<file path="src/logic/cmd_exec_pkg.sv">
// How it works
// - four-doubleword packets, opcode low byte, in order
// - collection move rewrites entry collection, moves pending
// - collection move errors: virtual, out of range, unmapped
// - collection move checks in the fixed order
// - error: system error if flag set, advance, no writes
// - different targets: transfer pending state, race-safe
// - success: store collection, write back, then advance
// - barrier stalls until target operations observed
// - after barrier earlier commands affect later requests
// - barrier target read as address or processor number
// - invalidate-all refreshes cached virtual PE configuration
// - invalidate-all errors: PE out of range, unmapped
// - virtual commands only when virtualization capable
// - map identity writes valid virtual entry, id equals event
// - map identity checks in the fixed order
// - doorbell valid if 1023 or inside interrupt range
package cmd_exec_pkg;
  // opcodes
  localparam logic [7:0] OP_COLL_MOVE = 8'h01;
  localparam logic [7:0] OP_BARRIER = 8'h05;
  localparam logic [7:0] OP_VIRT_INVAL = 8'h2d;
  localparam logic [7:0] OP_VIRT_MAP = 8'h2b;
  // interrupt id figures
  localparam logic [31:0] LOCAL_INT_MIN = 32'h00002000;
  localparam logic [31:0] NO_DOORBELL = 32'h000003ff;
  // queue geometry: 4 packets of 8 words
  localparam int QUEUE_PACKETS = 4;
  localparam int PACKET_WORDS = 8;
  // register byte offsets
  localparam logic [11:0] REG_CTRL = 12'h000;
  localparam logic [11:0] REG_LIMITS = 12'h004;
  localparam logic [11:0] REG_IDBITS = 12'h008;
  localparam logic [11:0] REG_WRPTR = 12'h00c;
  localparam logic [11:0] REG_RDPTR = 12'h010;
  localparam logic [11:0] REG_STATE = 12'h014;
  localparam logic [11:0] REG_IRQ_STAT = 12'h018;
  localparam logic [11:0] REG_IRQ_MASK = 12'h01c;
  localparam logic [11:0] REG_QUEUE = 12'h100;
  // control fields
  localparam int CTRL_ENABLE = 0;
  localparam int CTRL_SYSERR = 1;
  localparam int CTRL_TGTFMT = 2;
  localparam int CTRL_VIRT = 3;
  localparam logic [3:0] CTRL_RESET = 4'h0;
  localparam logic [31:0] LIMITS_RESET = 32'h00000000;
  localparam logic [4:0] IDBITS_RESET = 5'h0d;
  // interrupt status bits
  localparam int IRQ_DONE = 0;
  localparam int IRQ_ERROR = 1;
  localparam int IRQ_BARRIER = 2;
  // table selects
  localparam logic [1:0] TAB_DEVICE = 2'h0;
  localparam logic [1:0] TAB_TRANSLATION = 2'h1;
  localparam logic [1:0] TAB_COLLECTION = 2'h2;
  localparam logic [1:0] TAB_VPE = 2'h3;
  // redistributor operations
  localparam logic [1:0] RD_MOVE = 2'h0;
  localparam logic [1:0] RD_BARRIER = 2'h1;
  localparam logic [1:0] RD_INVAL = 2'h2;
  // entry field positions
  localparam int ENT_VALID = 0;
  localparam int ENT_VIRT = 1;
  localparam int ENT_TGT_LO = 2;
  localparam int ENT_OUT_LO = 18;
  localparam int ENT_BELL_LO = 34;
  localparam int DEV_SIZE_LO = 1;
  localparam int DEV_NUM_BITS = 16;
  typedef enum {S_IDLE, S_DECODE, S_DEV, S_ITE, S_COL1, S_COL2, S_MOVE, S_WRITE,
    S_SYNC, S_VPE, S_INVAL, S_ADV} exec_state_t;
endpackage

</file>
<file path="src/logic/cmd_exec.sv">
// Local design decisions: the APB slave port and the register addresses.
`timescale 1ns/1ps
`default_nettype none
module cmd_exec (
  // clock and reset
  input wire logic clk,
  input wire logic rst_b,
  // apb slave
  input wire logic psel,
  input wire logic penable,
  input wire logic pwrite,
  input wire logic [11:0] paddr,
  input wire logic [31:0] pwdata,
  output logic [31:0] prdata,
  output logic pready,
  output logic pslverr,
  // table memory port
  output logic tabReq,
  output logic tabWrite,
  output logic [1:0] tabSel,
  output logic [31:0] tabDev,
  output logic [31:0] tabIdx,
  output logic [63:0] tabWdata,
  input wire logic tabAck,
  input wire logic [63:0] tabRdata,
  // redistributor port
  output logic rdReq,
  output logic [1:0] rdOp,
  output logic [34:0] rdSrc,
  output logic [34:0] rdDst,
  output logic [31:0] rdId,
  input wire logic rdAck,
  // events
  output logic sysError,
  output logic irq
);
  // registers
  logic [3:0] ctrl_q;
  logic [31:0] limits_q;
  logic [4:0] idBits_q;
  logic [1:0] wrPtr_q;
  logic [1:0] rdPtr_q;
  logic [2:0] irqStat_q;
  logic [2:0] irqMask_q;
  logic [31:0] queue_q [cmd_exec_pkg::QUEUE_PACKETS*cmd_exec_pkg::PACKET_WORDS];
  cmd_exec_pkg::exec_state_t state_q, state_d;
  logic [7:0] opcode_q;
  logic [31:0] dev_q, evt_q, bell_q;
  logic [15:0] collection_id_q, vpe_q;
  logic [34:0] syncTgt_q, rd1_q;
  logic [63:0] ite_q;
  logic errHit;
  logic [2:0] irqSet;
  logic apbWr, apbRd, addrOk;
  logic [4:0] qWord;
  logic [31:0] readMux;
  logic tabDone, rdDone;
  logic [4:0] base;

  assign apbWr = psel && penable && pwrite;
  assign apbRd = psel && penable && !pwrite;
  assign qWord = paddr[6:2];
  assign tabDone = tabReq && tabAck;
  assign rdDone = rdReq && rdAck;
  assign base = {rdPtr_q, 3'h0};

  // address decode and read mux; the queue takes a 128-byte window
  always_comb begin
    addrOk = 1'b1;
    readMux = 32'h00000000;
    if (paddr[11:7] == cmd_exec_pkg::REG_QUEUE[11:7]) begin
      readMux = queue_q[qWord];
    end else begin
      case (paddr)
        cmd_exec_pkg::REG_CTRL: readMux = {28'h0000000, ctrl_q};
        cmd_exec_pkg::REG_LIMITS: readMux = limits_q;
        cmd_exec_pkg::REG_IDBITS: readMux = {27'h0000000, idBits_q};
        cmd_exec_pkg::REG_WRPTR: readMux = {30'h00000000, wrPtr_q};
        cmd_exec_pkg::REG_RDPTR: readMux = {30'h00000000, rdPtr_q};
        cmd_exec_pkg::REG_STATE: readMux = {31'h00000000, state_q != cmd_exec_pkg::S_IDLE};
        cmd_exec_pkg::REG_IRQ_STAT: readMux = {29'h00000000, irqStat_q};
        cmd_exec_pkg::REG_IRQ_MASK: readMux = {29'h00000000, irqMask_q};
        default: addrOk = 1'b0;
      endcase
    end
  end

  // zero wait state slave; error answer on unmapped offsets
  always_ff @(posedge clk or negedge rst_b) begin
    if (!rst_b) begin
      prdata <= 32'h00000000;
      pready <= 1'b0;
      pslverr <= 1'b0;
    end else begin
      pready <= psel && !penable;
      pslverr <= psel && !penable && !addrOk;
      prdata <= (psel && !penable && !pwrite) ? readMux : 32'h00000000;
    end
  end

  // configuration registers written by software
  always_ff @(posedge clk or negedge rst_b) begin
    if (!rst_b) begin
      ctrl_q <= cmd_exec_pkg::CTRL_RESET;
      limits_q <= cmd_exec_pkg::LIMITS_RESET;
      idBits_q <= cmd_exec_pkg::IDBITS_RESET;
      wrPtr_q <= 2'h0;
      irqMask_q <= 3'h0;
    end else if (apbWr && pready) begin
      case (paddr)
        cmd_exec_pkg::REG_CTRL: ctrl_q <= pwdata[3:0];
        cmd_exec_pkg::REG_LIMITS: limits_q <= pwdata;
        cmd_exec_pkg::REG_IDBITS: idBits_q <= pwdata[4:0];
        cmd_exec_pkg::REG_WRPTR: wrPtr_q <= pwdata[1:0];
        cmd_exec_pkg::REG_IRQ_MASK: irqMask_q <= pwdata[2:0];
        default: ;
      endcase
    end
  end

  // packet storage; software fills a slot before moving the write pointer
  always_ff @(posedge clk or negedge rst_b) begin
    if (!rst_b) begin
      for (int i = 0; i < cmd_exec_pkg::QUEUE_PACKETS*cmd_exec_pkg::PACKET_WORDS; i++) begin
        queue_q[i] <= 32'h00000000;
      end
    end else if (apbWr && pready && paddr[11:7] == cmd_exec_pkg::REG_QUEUE[11:7]) begin
      queue_q[qWord] <= pwdata;
    end
  end

  // check helpers
  function automatic logic lpiBad(input logic [31:0] id, input logic [4:0] bits);
    logic [32:0] top;
    top = 33'h000000001 << bits;
    lpiBad = (id < cmd_exec_pkg::LOCAL_INT_MIN) || ({1'b0, id} >= top);
  endfunction

  // sequencing and error checks, in documented order
  always_comb begin
    logic [5:0] sizeBits;
    sizeBits = {1'b0, tabRdata[cmd_exec_pkg::DEV_SIZE_LO +: 5]} + 6'h01;
    state_d = state_q;
    errHit = 1'b0;
    case (state_q)
      cmd_exec_pkg::S_IDLE: begin
        if (ctrl_q[cmd_exec_pkg::CTRL_ENABLE] && rdPtr_q != wrPtr_q) begin
          state_d = cmd_exec_pkg::S_DECODE;
        end
      end
      cmd_exec_pkg::S_DECODE: begin
        case (opcode_q)
          cmd_exec_pkg::OP_COLL_MOVE: begin
            if (dev_q[31:cmd_exec_pkg::DEV_NUM_BITS] != 16'h0000) errHit = 1'b1;
            else if (collection_id_q >= limits_q[15:0]) errHit = 1'b1;
            else state_d = cmd_exec_pkg::S_DEV;
          end
          cmd_exec_pkg::OP_BARRIER: state_d = cmd_exec_pkg::S_SYNC;
          cmd_exec_pkg::OP_VIRT_INVAL: begin
            if (!ctrl_q[cmd_exec_pkg::CTRL_VIRT]) errHit = 1'b1;
            else if (vpe_q >= limits_q[31:16]) errHit = 1'b1;
            else state_d = cmd_exec_pkg::S_VPE;
          end
          cmd_exec_pkg::OP_VIRT_MAP: begin
            if (!ctrl_q[cmd_exec_pkg::CTRL_VIRT]) errHit = 1'b1;
            else if (dev_q[31:cmd_exec_pkg::DEV_NUM_BITS] != 16'h0000) errHit = 1'b1;
            else if (vpe_q >= limits_q[31:16]) errHit = 1'b1;
            else state_d = cmd_exec_pkg::S_DEV;
          end
          default: errHit = 1'b1; // commands not handled here are refused
        endcase
      end
      cmd_exec_pkg::S_DEV: begin
        if (tabDone) begin
          if (!tabRdata[cmd_exec_pkg::ENT_VALID]) errHit = 1'b1;
          else if ((evt_q >> sizeBits) != 32'h00000000) errHit = 1'b1;
          else if (opcode_q == cmd_exec_pkg::OP_COLL_MOVE) state_d = cmd_exec_pkg::S_ITE;
          else if (lpiBad(evt_q, idBits_q)) errHit = 1'b1;
          else if (bell_q != cmd_exec_pkg::NO_DOORBELL && lpiBad(bell_q, idBits_q)) begin
            errHit = 1'b1;
          end else state_d = cmd_exec_pkg::S_WRITE;
        end
      end
      cmd_exec_pkg::S_ITE: begin
        if (tabDone) begin
          if (!tabRdata[cmd_exec_pkg::ENT_VALID]) errHit = 1'b1;
          else if (tabRdata[cmd_exec_pkg::ENT_VIRT]) errHit = 1'b1;
          else state_d = cmd_exec_pkg::S_COL1;
        end
      end
      cmd_exec_pkg::S_COL1: begin
        if (tabDone) begin
          if (!tabRdata[cmd_exec_pkg::ENT_VALID]) errHit = 1'b1;
          else state_d = cmd_exec_pkg::S_COL2;
        end
      end
      cmd_exec_pkg::S_COL2: begin
        if (tabDone) begin
          if (!tabRdata[cmd_exec_pkg::ENT_VALID]) errHit = 1'b1;
          else if (tabRdata[35:1] != rd1_q) state_d = cmd_exec_pkg::S_MOVE;
          else state_d = cmd_exec_pkg::S_WRITE;
        end
      end
      cmd_exec_pkg::S_MOVE: if (rdDone) state_d = cmd_exec_pkg::S_WRITE;
      cmd_exec_pkg::S_WRITE: if (tabDone) state_d = cmd_exec_pkg::S_ADV;
      cmd_exec_pkg::S_SYNC: if (rdDone) state_d = cmd_exec_pkg::S_ADV;
      cmd_exec_pkg::S_VPE: begin
        if (tabDone) begin
          if (!tabRdata[cmd_exec_pkg::ENT_VALID]) errHit = 1'b1;
          else state_d = cmd_exec_pkg::S_INVAL;
        end
      end
      cmd_exec_pkg::S_INVAL: if (rdDone) state_d = cmd_exec_pkg::S_ADV;
      cmd_exec_pkg::S_ADV: state_d = cmd_exec_pkg::S_IDLE;
      default: state_d = cmd_exec_pkg::S_IDLE;
    endcase
    if (errHit) state_d = cmd_exec_pkg::S_ADV;
  end

  // state, read pointer and packet fields
  always_ff @(posedge clk or negedge rst_b) begin
    if (!rst_b) begin
      state_q <= cmd_exec_pkg::S_IDLE;
      rdPtr_q <= 2'h0;
      opcode_q <= 8'h00;
      dev_q <= 32'h00000000;
      evt_q <= 32'h00000000;
      bell_q <= 32'h00000000;
      collection_id_q <= 16'h0000;
      vpe_q <= 16'h0000;
      syncTgt_q <= 35'h000000000;
    end else begin
      state_q <= state_d;
      if (state_q == cmd_exec_pkg::S_ADV) rdPtr_q <= rdPtr_q + 2'h1;
      if (state_q == cmd_exec_pkg::S_IDLE) begin
        opcode_q <= queue_q[base][7:0];
        dev_q <= queue_q[base + 5'h01];
        evt_q <= queue_q[base + 5'h02];
        vpe_q <= queue_q[base + 5'h03][15:0];
        collection_id_q <= queue_q[base + 5'h04][15:0];
        bell_q <= queue_q[base + 5'h05];
        // processor numbers sit in bits 31:16, addresses span bits 50:16
        if (ctrl_q[cmd_exec_pkg::CTRL_TGTFMT]) begin
          syncTgt_q <= {queue_q[base + 5'h05][18:0], queue_q[base + 5'h04][31:16]};
        end else begin
          syncTgt_q <= {19'h00000, queue_q[base + 5'h04][31:16]};
        end
      end
    end
  end

  // translation entry under construction and first target
  always_ff @(posedge clk or negedge rst_b) begin
    if (!rst_b) begin
      ite_q <= 64'h0000000000000000;
      rd1_q <= 35'h000000000;
    end else begin
      if (state_q == cmd_exec_pkg::S_ITE && tabDone) ite_q <= tabRdata;
      if (state_q == cmd_exec_pkg::S_COL1 && tabDone) rd1_q <= tabRdata[35:1];
      if (state_q == cmd_exec_pkg::S_DEV && state_d == cmd_exec_pkg::S_WRITE) begin
        ite_q <= 64'h0000000000000000;
        ite_q[cmd_exec_pkg::ENT_VALID] <= 1'b1;
        ite_q[cmd_exec_pkg::ENT_VIRT] <= 1'b1;
        ite_q[cmd_exec_pkg::ENT_TGT_LO +: 16] <= vpe_q;
        ite_q[cmd_exec_pkg::ENT_OUT_LO +: 16] <= evt_q[15:0];
        ite_q[cmd_exec_pkg::ENT_BELL_LO +: 16] <= bell_q[15:0];
      end
      if (state_q == cmd_exec_pkg::S_COL2 && tabDone && !errHit) begin
        ite_q[cmd_exec_pkg::ENT_TGT_LO +: 16] <= collection_id_q;
      end
    end
  end

  // table port: request held until acknowledged; only the write state writes
  always_ff @(posedge clk or negedge rst_b) begin
    if (!rst_b) begin
      tabReq <= 1'b0;
      tabWrite <= 1'b0;
      tabSel <= cmd_exec_pkg::TAB_DEVICE;
      tabDev <= 32'h00000000;
      tabIdx <= 32'h00000000;
      tabWdata <= 64'h0000000000000000;
    end else begin
      if (tabAck) begin
        tabReq <= 1'b0;
        tabWrite <= 1'b0;
      end
      if (state_d != state_q) begin
        case (state_d)
          cmd_exec_pkg::S_DEV: begin
            tabReq <= 1'b1;
            tabSel <= cmd_exec_pkg::TAB_DEVICE;
            tabIdx <= dev_q;
          end
          cmd_exec_pkg::S_ITE: begin
            tabReq <= 1'b1;
            tabSel <= cmd_exec_pkg::TAB_TRANSLATION;
            tabDev <= dev_q;
            tabIdx <= evt_q;
          end
          cmd_exec_pkg::S_COL1: begin
            tabReq <= 1'b1;
            tabSel <= cmd_exec_pkg::TAB_COLLECTION;
            tabIdx <= {16'h0000, tabRdata[cmd_exec_pkg::ENT_TGT_LO +: 16]};
          end
          cmd_exec_pkg::S_COL2: begin
            tabReq <= 1'b1;
            tabSel <= cmd_exec_pkg::TAB_COLLECTION;
            tabIdx <= {16'h0000, collection_id_q};
          end
          cmd_exec_pkg::S_VPE: begin
            tabReq <= 1'b1;
            tabSel <= cmd_exec_pkg::TAB_VPE;
            tabIdx <= {16'h0000, vpe_q};
          end
          cmd_exec_pkg::S_WRITE: begin
            tabReq <= 1'b1;
            tabWrite <= 1'b1;
            tabSel <= cmd_exec_pkg::TAB_TRANSLATION;
            tabDev <= dev_q;
            tabIdx <= evt_q;
          end
          default: ;
        endcase
      end
      // entry content settles one cycle after entry, before any ack can come
      if (state_q == cmd_exec_pkg::S_WRITE) tabWdata <= ite_q;
    end
  end

  // redistributor port; the far side answers only once its work is observed
  always_ff @(posedge clk or negedge rst_b) begin
    if (!rst_b) begin
      rdReq <= 1'b0;
      rdOp <= cmd_exec_pkg::RD_MOVE;
      rdSrc <= 35'h000000000;
      rdDst <= 35'h000000000;
      rdId <= 32'h00000000;
    end else begin
      if (rdAck) rdReq <= 1'b0;
      if (state_d != state_q) begin
        case (state_d)
          cmd_exec_pkg::S_MOVE: begin
            rdReq <= 1'b1;
            rdOp <= cmd_exec_pkg::RD_MOVE;
            rdSrc <= rd1_q;
            rdDst <= tabRdata[35:1];
            rdId <= {16'h0000, ite_q[cmd_exec_pkg::ENT_OUT_LO +: 16]};
          end
          cmd_exec_pkg::S_SYNC: begin
            rdReq <= 1'b1;
            rdOp <= cmd_exec_pkg::RD_BARRIER;
            rdDst <= syncTgt_q;
          end
          cmd_exec_pkg::S_INVAL: begin
            rdReq <= 1'b1;
            rdOp <= cmd_exec_pkg::RD_INVAL;
            rdDst <= tabRdata[35:1];
            rdId <= {16'h0000, vpe_q};
          end
          default: ;
        endcase
      end
    end
  end

  // sticky events; a set in the clearing cycle survives
  assign irqSet = {state_q == cmd_exec_pkg::S_SYNC && rdDone, errHit,
    state_q == cmd_exec_pkg::S_ADV};
  always_ff @(posedge clk or negedge rst_b) begin
    if (!rst_b) begin
      irqStat_q <= 3'h0;
      irq <= 1'b0;
      sysError <= 1'b0;
    end else begin
      if (apbWr && pready && paddr == cmd_exec_pkg::REG_IRQ_STAT) begin
        irqStat_q <= (irqStat_q & ~pwdata[2:0]) | irqSet;
      end else begin
        irqStat_q <= irqStat_q | irqSet;
      end
      irq <= |(irqStat_q & irqMask_q);
      sysError <= errHit && ctrl_q[cmd_exec_pkg::CTRL_SYSERR];
    end
  end
endmodule
`default_nettype wire

</file>
<file path="config.mk">
export PLATFORM = sky130hd
export DESIGN_NAME = cmd_exec
export DESIGN_NICKNAME = d
export VERILOG_FILES = /design/src/logic/cmd_exec_pkg.sv /design/src/logic/cmd_exec.sv
export SDC_FILE = /design/constraint.sdc
export NUM_CORES = 2
export LEC_CHECK = 0
export BUFFER_PORTS_ARGS = -buffer_cell sky130_fd_sc_hd__buf_2
export CAP_MARGIN = 20
export CORE_UTILIZATION = 60
export CTS_BUF_LIST = sky130_fd_sc_hd__clkbuf_16
export CTS_CLUSTER_SIZE = 28
export DETAILED_ROUTE_END_ITERATION = 8
export PLACE_DENSITY = 0.78
export SLEW_MARGIN = 20
export SYNTH_ARGS = -nofsm -noshare
export SYNTH_HDL_FRONTEND = slang
export SYNTH_SLANG_ARGS = --single-unit
</file>
<file path="constraint.sdc">
create_clock -name clk -period 9.25 [get_ports clk]
set_input_delay 0.925 -clock clk [delete_from_list [all_inputs] [get_ports clk]]
set_output_delay 0.925 -clock clk [all_outputs]
set_load 0.01 [all_outputs]
</file>
# Word-level counts from Yosys, hierarchy flattened

Index checks and enable logic that the tools add are counted.

Register bits after elaboration: 1650
Latch bits: 0
RAM bits: 0
Bits in read-only memories: 0
Input port bits: 115
Logic and storage cells: 301
Memories kept: 0

Add/subtract/negate cells: 7
Multiply operators: 0
Divide/modulo/power cells: 0
Order comparisons: 14
Equality and inequality tests: 43
Shifts and indexed selects: 2
Mux-type cells: 97
Bitwise gates (word level): 12
Reduce and logical (&&, ||, !) cells: 60

Operators with widths:

| operator                                                      | count |
|---|---|
| two-way mux 32 bit                                            | 40 |
| binary-select mux 32 bit (select 5 bit)                       | 7 |
| bitwise mux 1024 bit                                          | 1 |
| == test 32 x 3 -> 1 bit (second input constant)               | 10 |
| == test 32 x 4 -> 1 bit (second input constant)               | 10 |
| one-hot mux 32 bit (10 select lines)                          | 1 |
| one-hot mux 32 bit (8 select lines)                           | 1 |
| demux 32 bit (select 5 bit)                                   | 1 |
| one-hot mux 32 bit (5 select lines)                           | 1 |
| == test 32 x 2 -> 1 bit (second input constant)               | 4 |
| two-way mux 64 bit                                            | 2 |
| one-hot mux 32 bit (4 select lines)                           | 1 |
| one-hot mux 35 bit (2 select lines)                           | 1 |
| greater-or-equal comparator 32 x 33 -> 1 bit                  | 2 |
| == test 32 x 5 -> 1 bit (second input constant)               | 2 |
| logical NOT 32 bit                                            | 2 |
| less-than comparator 32 x 14 -> 1 bit (second input constant) | 2 |
| one-hot mux 32 bit (2 select lines)                           | 1 |
| nonzero test 32 bit                                           | 2 |
| == test 12 x 5 -> 1 bit (second input constant)               | 4 |
| two-way mux 16 bit                                            | 3 |
| greater-or-equal comparator 6 bit (second input constant)     | 7 |
| NOT 5 -> 6 bit                                                | 7 |
| two-way mux 35 bit                                            | 1 |
| 43 further kinds                                              | 122 |

# Logic depth before layout (Yosys ltp)

Depth after elaboration: 16
Gate-level depth with buffers: 19
Depth with buffers taken out: 15

# Least setup slack after synthesis

No wires, ideal clock.

Kind: input to register
Start point: in tabRdata[1]
End point: reg rdSrc[10]
Setup time: 125 ps
Arrival time: 4280 ps
Data required time: 9125 ps
Slack: 4845 ps
Stages on the path: 14
Path buffers: 3
Cell sequence: buf_6 mux4_2 or3_1 a2111o_1 a22oi_1 or2_2 nand4_4 or2_4 a21o_1 nor3_1 and4_1 buf_6 buf_12 mux2_4

Cells in the longest elaborated chain, start to end: 10

Ends and longest elaborated chain:

| item                                                                                              | RTL line                         | RTL |
|---|---|---|
| start, declared                                                                                   | cmd_exec.sv:25                   | `input wire logic [63:0] tabRdata,` |
| adder 5 x 1 -> 6 bit                                                                              | cmd_exec.sv:142                  | `sizeBits = {1'b0, tabRdata[cmd_exec_pkg::DEV_SIZE_LO +: 5]} + 6'h01;` |
| right shift 32 x 6 -> 32 bit                                                                      | cmd_exec.sv:176                  | `else if ((evt_q >> sizeBits) != 32'h00000000) errHit = 1'b1;` |
| nonzero test 32 bit                                                                               | cmd_exec.sv:176                  |  |
| two-way mux 32 bit / two-way mux 1 bit (equally long branches)                                    | cmd_exec.sv:176                  |  |
| two-way mux 32 bit / two-way mux 1 bit (equally long branches)                                    | cmd_exec.sv:175                  | `if (!tabRdata[cmd_exec_pkg::ENT_VALID]) errHit = 1'b1;` |
| two-way mux 32 bit / two-way mux 1 bit (equally long branches)                                    | cmd_exec.sv:174                  | `if (tabDone) begin` |
| one-hot mux 32 bit (10 select lines) / one-hot mux 1 bit (4 select lines) (equally long branches) | cmd_exec.sv:145                  | `case (state_q)` |
| two-way mux 32 bit (*)                                                                            | cmd_exec.sv:217                  | `if (errHit) state_d = cmd_exec_pkg::S_ADV;` |
| inequality test 32 bit / == test 32 x 3 -> 1 bit (equally long branches)                          | cmd_exec.sv:341, cmd_exec.sv:342 |  |
| AND reduction 2 bit (no line) (*)                                                                 | -                                |  |
| end signal, assigned                                                                              | cmd_exec.sv:346                  | `rdSrc <= rd1_q;` |
| end, declared                                                                                     | cmd_exec.sv:29                   | `output logic [34:0] rdSrc,` |

Mark *: on every way between the ends. The rest lies on a longest branch, timed or not.
A chain may end at the register's enable or synchronous reset.

# Worst setup path after layout

Start point: reg idBits_q[2]
End point: reg rdDst[25]

Cells in the longest elaborated chain, start to end: 16

Ends and longest elaborated chain:

| item                                                                                              | RTL line        | RTL |
|---|---|---|
| start, declared                                                                                   | cmd_exec.sv:40  | `logic [4:0] idBits_q;` |
| start signal, assigned                                                                            | cmd_exec.sv:106 | `idBits_q <= cmd_exec_pkg::IDBITS_RESET;` |
| start signal, assigned                                                                            | cmd_exec.sv:113 | `cmd_exec_pkg::REG_IDBITS: idBits_q <= pwdata[4:0];` |
| left shift 1 x 5 -> 33 bit (*)                                                                    | cmd_exec.sv:135 | `top = 33'h000000001 << bits;` |
| greater-or-equal comparator 32 x 33 -> 1 bit                                                      | cmd_exec.sv:136 | `lpiBad = (id < cmd_exec_pkg::LOCAL_INT_MIN) \|\| ({1'b0, id} >= top);` |
| logical OR 1 bit                                                                                  | cmd_exec.sv:136 |  |
| logical AND 1 bit                                                                                 | cmd_exec.sv:179 | `else if (bell_q != cmd_exec_pkg::NO_DOORBELL && lpiBad(bell_q, idBits_q)) begin` |
| two-way mux 32 bit / two-way mux 1 bit (equally long branches)                                    | cmd_exec.sv:179 |  |
| two-way mux 32 bit / two-way mux 1 bit (equally long branches)                                    | cmd_exec.sv:178 | `else if (lpiBad(evt_q, idBits_q)) errHit = 1'b1;` |
| two-way mux 32 bit / two-way mux 1 bit (equally long branches)                                    | cmd_exec.sv:177 | `else if (opcode_q == cmd_exec_pkg::OP_COLL_MOVE) state_d = cmd_exec_pkg::S_ITE;` |
| two-way mux 32 bit / two-way mux 1 bit (equally long branches)                                    | cmd_exec.sv:176 |  |
| two-way mux 32 bit / two-way mux 1 bit (equally long branches)                                    | cmd_exec.sv:175 |  |
| two-way mux 32 bit / two-way mux 1 bit (equally long branches)                                    | cmd_exec.sv:174 |  |
| one-hot mux 32 bit (10 select lines) / one-hot mux 1 bit (4 select lines) (equally long branches) | cmd_exec.sv:145 |  |
| two-way mux 32 bit (*)                                                                            | cmd_exec.sv:217 |  |
| == test 32 x 4 -> 1 bit / == test 32 x 3 -> 1 bit (equally long branches)                         | cmd_exec.sv:342 | `case (state_d)` |
| OR reduction 2 bit (no line)                                                                      | -               |  |
| nonzero test 2 bit (no line)                                                                      | -               |  |
| AND reduction 2 bit (no line)                                                                     | -               |  |
| end signal, assigned                                                                              | cmd_exec.sv:347 | `rdDst <= tabRdata[35:1];` |
| end signal, assigned                                                                              | cmd_exec.sv:353 | `rdDst <= syncTgt_q;` |
| end signal, assigned                                                                              | cmd_exec.sv:358 | `rdDst <= tabRdata[35:1];` |
| end, declared                                                                                     | cmd_exec.sv:30  | `output logic [34:0] rdDst,` |

Marked as above.

==> reports/metrics.yaml <==
first_iter_violations: 6705
num_rows: 132
pwr_density_cell_nw_per_um2: 160
worst_pin_slew_ps: 1220
leakage_uw: 0.0428
port_buffers: 371
dp_slack_ps: 2620
outcome: "finished, violations left"
ys_warn_count: 0
finalSetupViolCount: 0
cts_tree: "done"
ys_seq_area_share_pct: 51.6
postCtsHoldBufs: 0
clk_latency_ps: 840
postSynthCellCount: 6039
fin_crit_sh_pct: 67.4
hold_slack_ps: 132
die_h_um: 365
core_area_um2: 130000
ff2ff_setup_slack_ps: 3010
cp-startpoint: "idBits_q[2]"
pin_count: 388
finalCriticalPeriod_ps: 6240
drv_slew: 0
drt-pass1-iter-count: 9
die_area_um2: 134000
cts_inserted_buffers: 168
yosysTopAreaCell: "dfrtp_1"
dp_cells: 7802
via_per_inst: 6.86
synth_cell_type_count: 87
grt_max_degree: 159
total_power_uw: 14000
ir_drop_uv: 153
grtUsageTotal_pct: 40.7
nets: 6441
finalWorstSetupSlack_ps: 3010
rr_startpoint: "idBits_q[2]"
synthTopCellsByArea: "dfrtp_1 51%, mux2_2 17%, mux4_2 12%, nand2_1 3.7%, clkbuf_1 1.9%"
drc: 1
htree_levels: 4
clk_path_buf_depth: 3
violations: "design-rule violations"
drv_cap: 0
cp_data_arrival_time_ps: 6900
grt_pass1_vias: 54900
wl_per_cell_um: 33.1
ys_ff_latch: 1634
post-cts-setup-buffer-count: 0
finalClockSkew_ps: 28.9
netlist.area_leader.share_pct: 51.5
slew-limit-headroom_pct: 18.4
dp_hpwl_um: 175000
r2r_cells: 16
max_freq_ghz: 0.160
grt_pass1_wl_um: 387000
synth_flop_cell: "dfrtp_1"
ctsResizeCount: 0
crit_path_start_kind: "flip-flop"
synth_edf_count: 0
place.gp.congestion: 1.04
synth_area_per_cell_um2: 13.1
rsz0062_at_grt: "false"
synthesis.area_um2: 79300
synthArstFlopShare_pct: 100
cts.sinks: 1634
syn2layout_area_growth_pct: 10.9
clkTransAtPathRegs_ps: 60
worst_setup_path_end_kind: "flip-flop"
synthMostInstantiatedCell: "dfrtp_1"
worstReg2RegEnd: "rdDst[25]"
vias: 55700
drive_above_1_share_pct: 38.3
antenna_found_initial: 26
final_cells: 8121
gr-total-overflow: 0
synth_common_cells: "1,631 x dfrtp_1, 1,202 x mux2_2, 778 x nand2_1, 423 x mux4_2, 406 x clkbuf_1"
required_ps: 9920
critical_path_class: "flip-flop to flip-flop"
die_w_um: 365
wl_um: 269000
ant_nets: 0
cts_root_buf: "clkbuf_16"
initial_core_util_pct: 60.8
finalSetupTns_ps: 0
finalHoldViolCount: 0
cp_max_fo: 73
hold_class: "input port to async pin"
report_power, final:
part           leakage [µW]  total (µW)  switching, µW  internal (µW)
Clock               0.00264        6330           2890           3440
Combinational        0.0176         532            414            119
Sequential           0.0226        7170           6.52           7160
Total                0.0428       14000           3310          10700
per-stage QoR:
stage,area [µm²],utilization [%]
CTS,87800,67.4
finish,87900,67.4
global route,87900,67.4
floorplan,79400,-
global placement,82800,63.5
detailed placement,82800,63.5
layout make-up:
type	instances	area (µm²)
well taps	1742	2180
fillers	9006	42400
clock inverters	133	795
flip-flops and latches	1634	40900
clock buffers	171	4280
diodes	15	37.5
inverters	67	251
repair buffers	482	2910
multi-input cells	3877	36500
cell usage in the layout, fill, tap and decap left out, types with 30 or more instances in the layout:
master     netlist  routed
a21oi_1        159     159
nor2b_1         62      59
clkbuf_16        0     171
nor4_1          36      34
dfrtp_1       1631    1629
ha_1            96      96
nor3_1          49      42
o21ai_0        191     191
mux4_2         423     423
conb_1           1      44
clkinv_1         2      41
inv_1           65     112
mux2_2        1202    1202
mux2i_1        124     124
buf_4           23     100
buf_2           14     365
nand2_1        778     776
nand3_1         59      59
mux2_4          30      30
a22oi_1         44      44
xor2_1          39      39
nor2_1         168     137
cells by family (layout without fill, tap and decap cells):
logic type / Yosys count / count (layout) / share of synthesized area [%]
flip-flops: 1634 / 1634 / 51.6
other: 1 / 59 / 0.00473
AO/OA/AOI/OAI: 639 / 639 / 5.19
adder cells (fa/ha/maj): 96 / 96 / 1.52
buffers and inverters: 571 / 853 / 2.93
multiplexers: 1779 / 1779 / 31.2
XOR/XNOR: 40 / 40 / 0.442
AND/OR/NAND/NOR: 1279 / 1279 / 7.09
worst max path at each step:
stage           endpoint  slack (ps)
3_5_place_dp   rdDst[13]        2620
6_report       rdDst[25]        3010
3_3_place_gp   rdDst[25]        2820
2_1_floorplan  rdSrc[10]        4850
5_1_grt        rdDst[13]        2670
4_1_cts        rdDst[34]        3110
critical path, cell delays in order (launching register included):
cell       delay [ps]
dfstp_2           620
nor3b_1           540
nand2_1           210
ha_1              340
a211oi_1          200
o21ai_0           110
a221oi_1          510
o2111ai_1         190
a32oi_1           400
nand2_1           280
o41ai_4           820
o2111ai_4         490
buf_4             450
a22o_2            260
buf_4             340
nand2_1           170
o21ai_0           100
sequential cells by signal (all words and copies together), names as in the netlist, 4 cells and up:
register / flops
rd1_q: 35
bell_q: 32
rdId: 16
tabDev: 32
ctrl_q: 4
rdDst: 35
limits_q: 32
collection_id_q: 16
opcode_q: 8
queue_q: 1024
tabIdx: 32
rdSrc: 35
ite_q: 64
idBits_q: 5
state_q: 32
dev_q: 32
vpe_q: 16
prdata: 32
evt_q: 32
syncTgt_q: 35
tabWdata: 64
per-layer routing:
layer / GRT usage [%] / part of all wire [%] / vias up
li1: - / - / 22400
met1: 53.0 / 37 / 29000
met2: 57.2 / 43 / 3494
met3: 16.6 / 13 / 847
met4: 24.4 / 6.7 / 20
met5: 0 / 0.049 / -
Power figures use the tool's default switching activity.
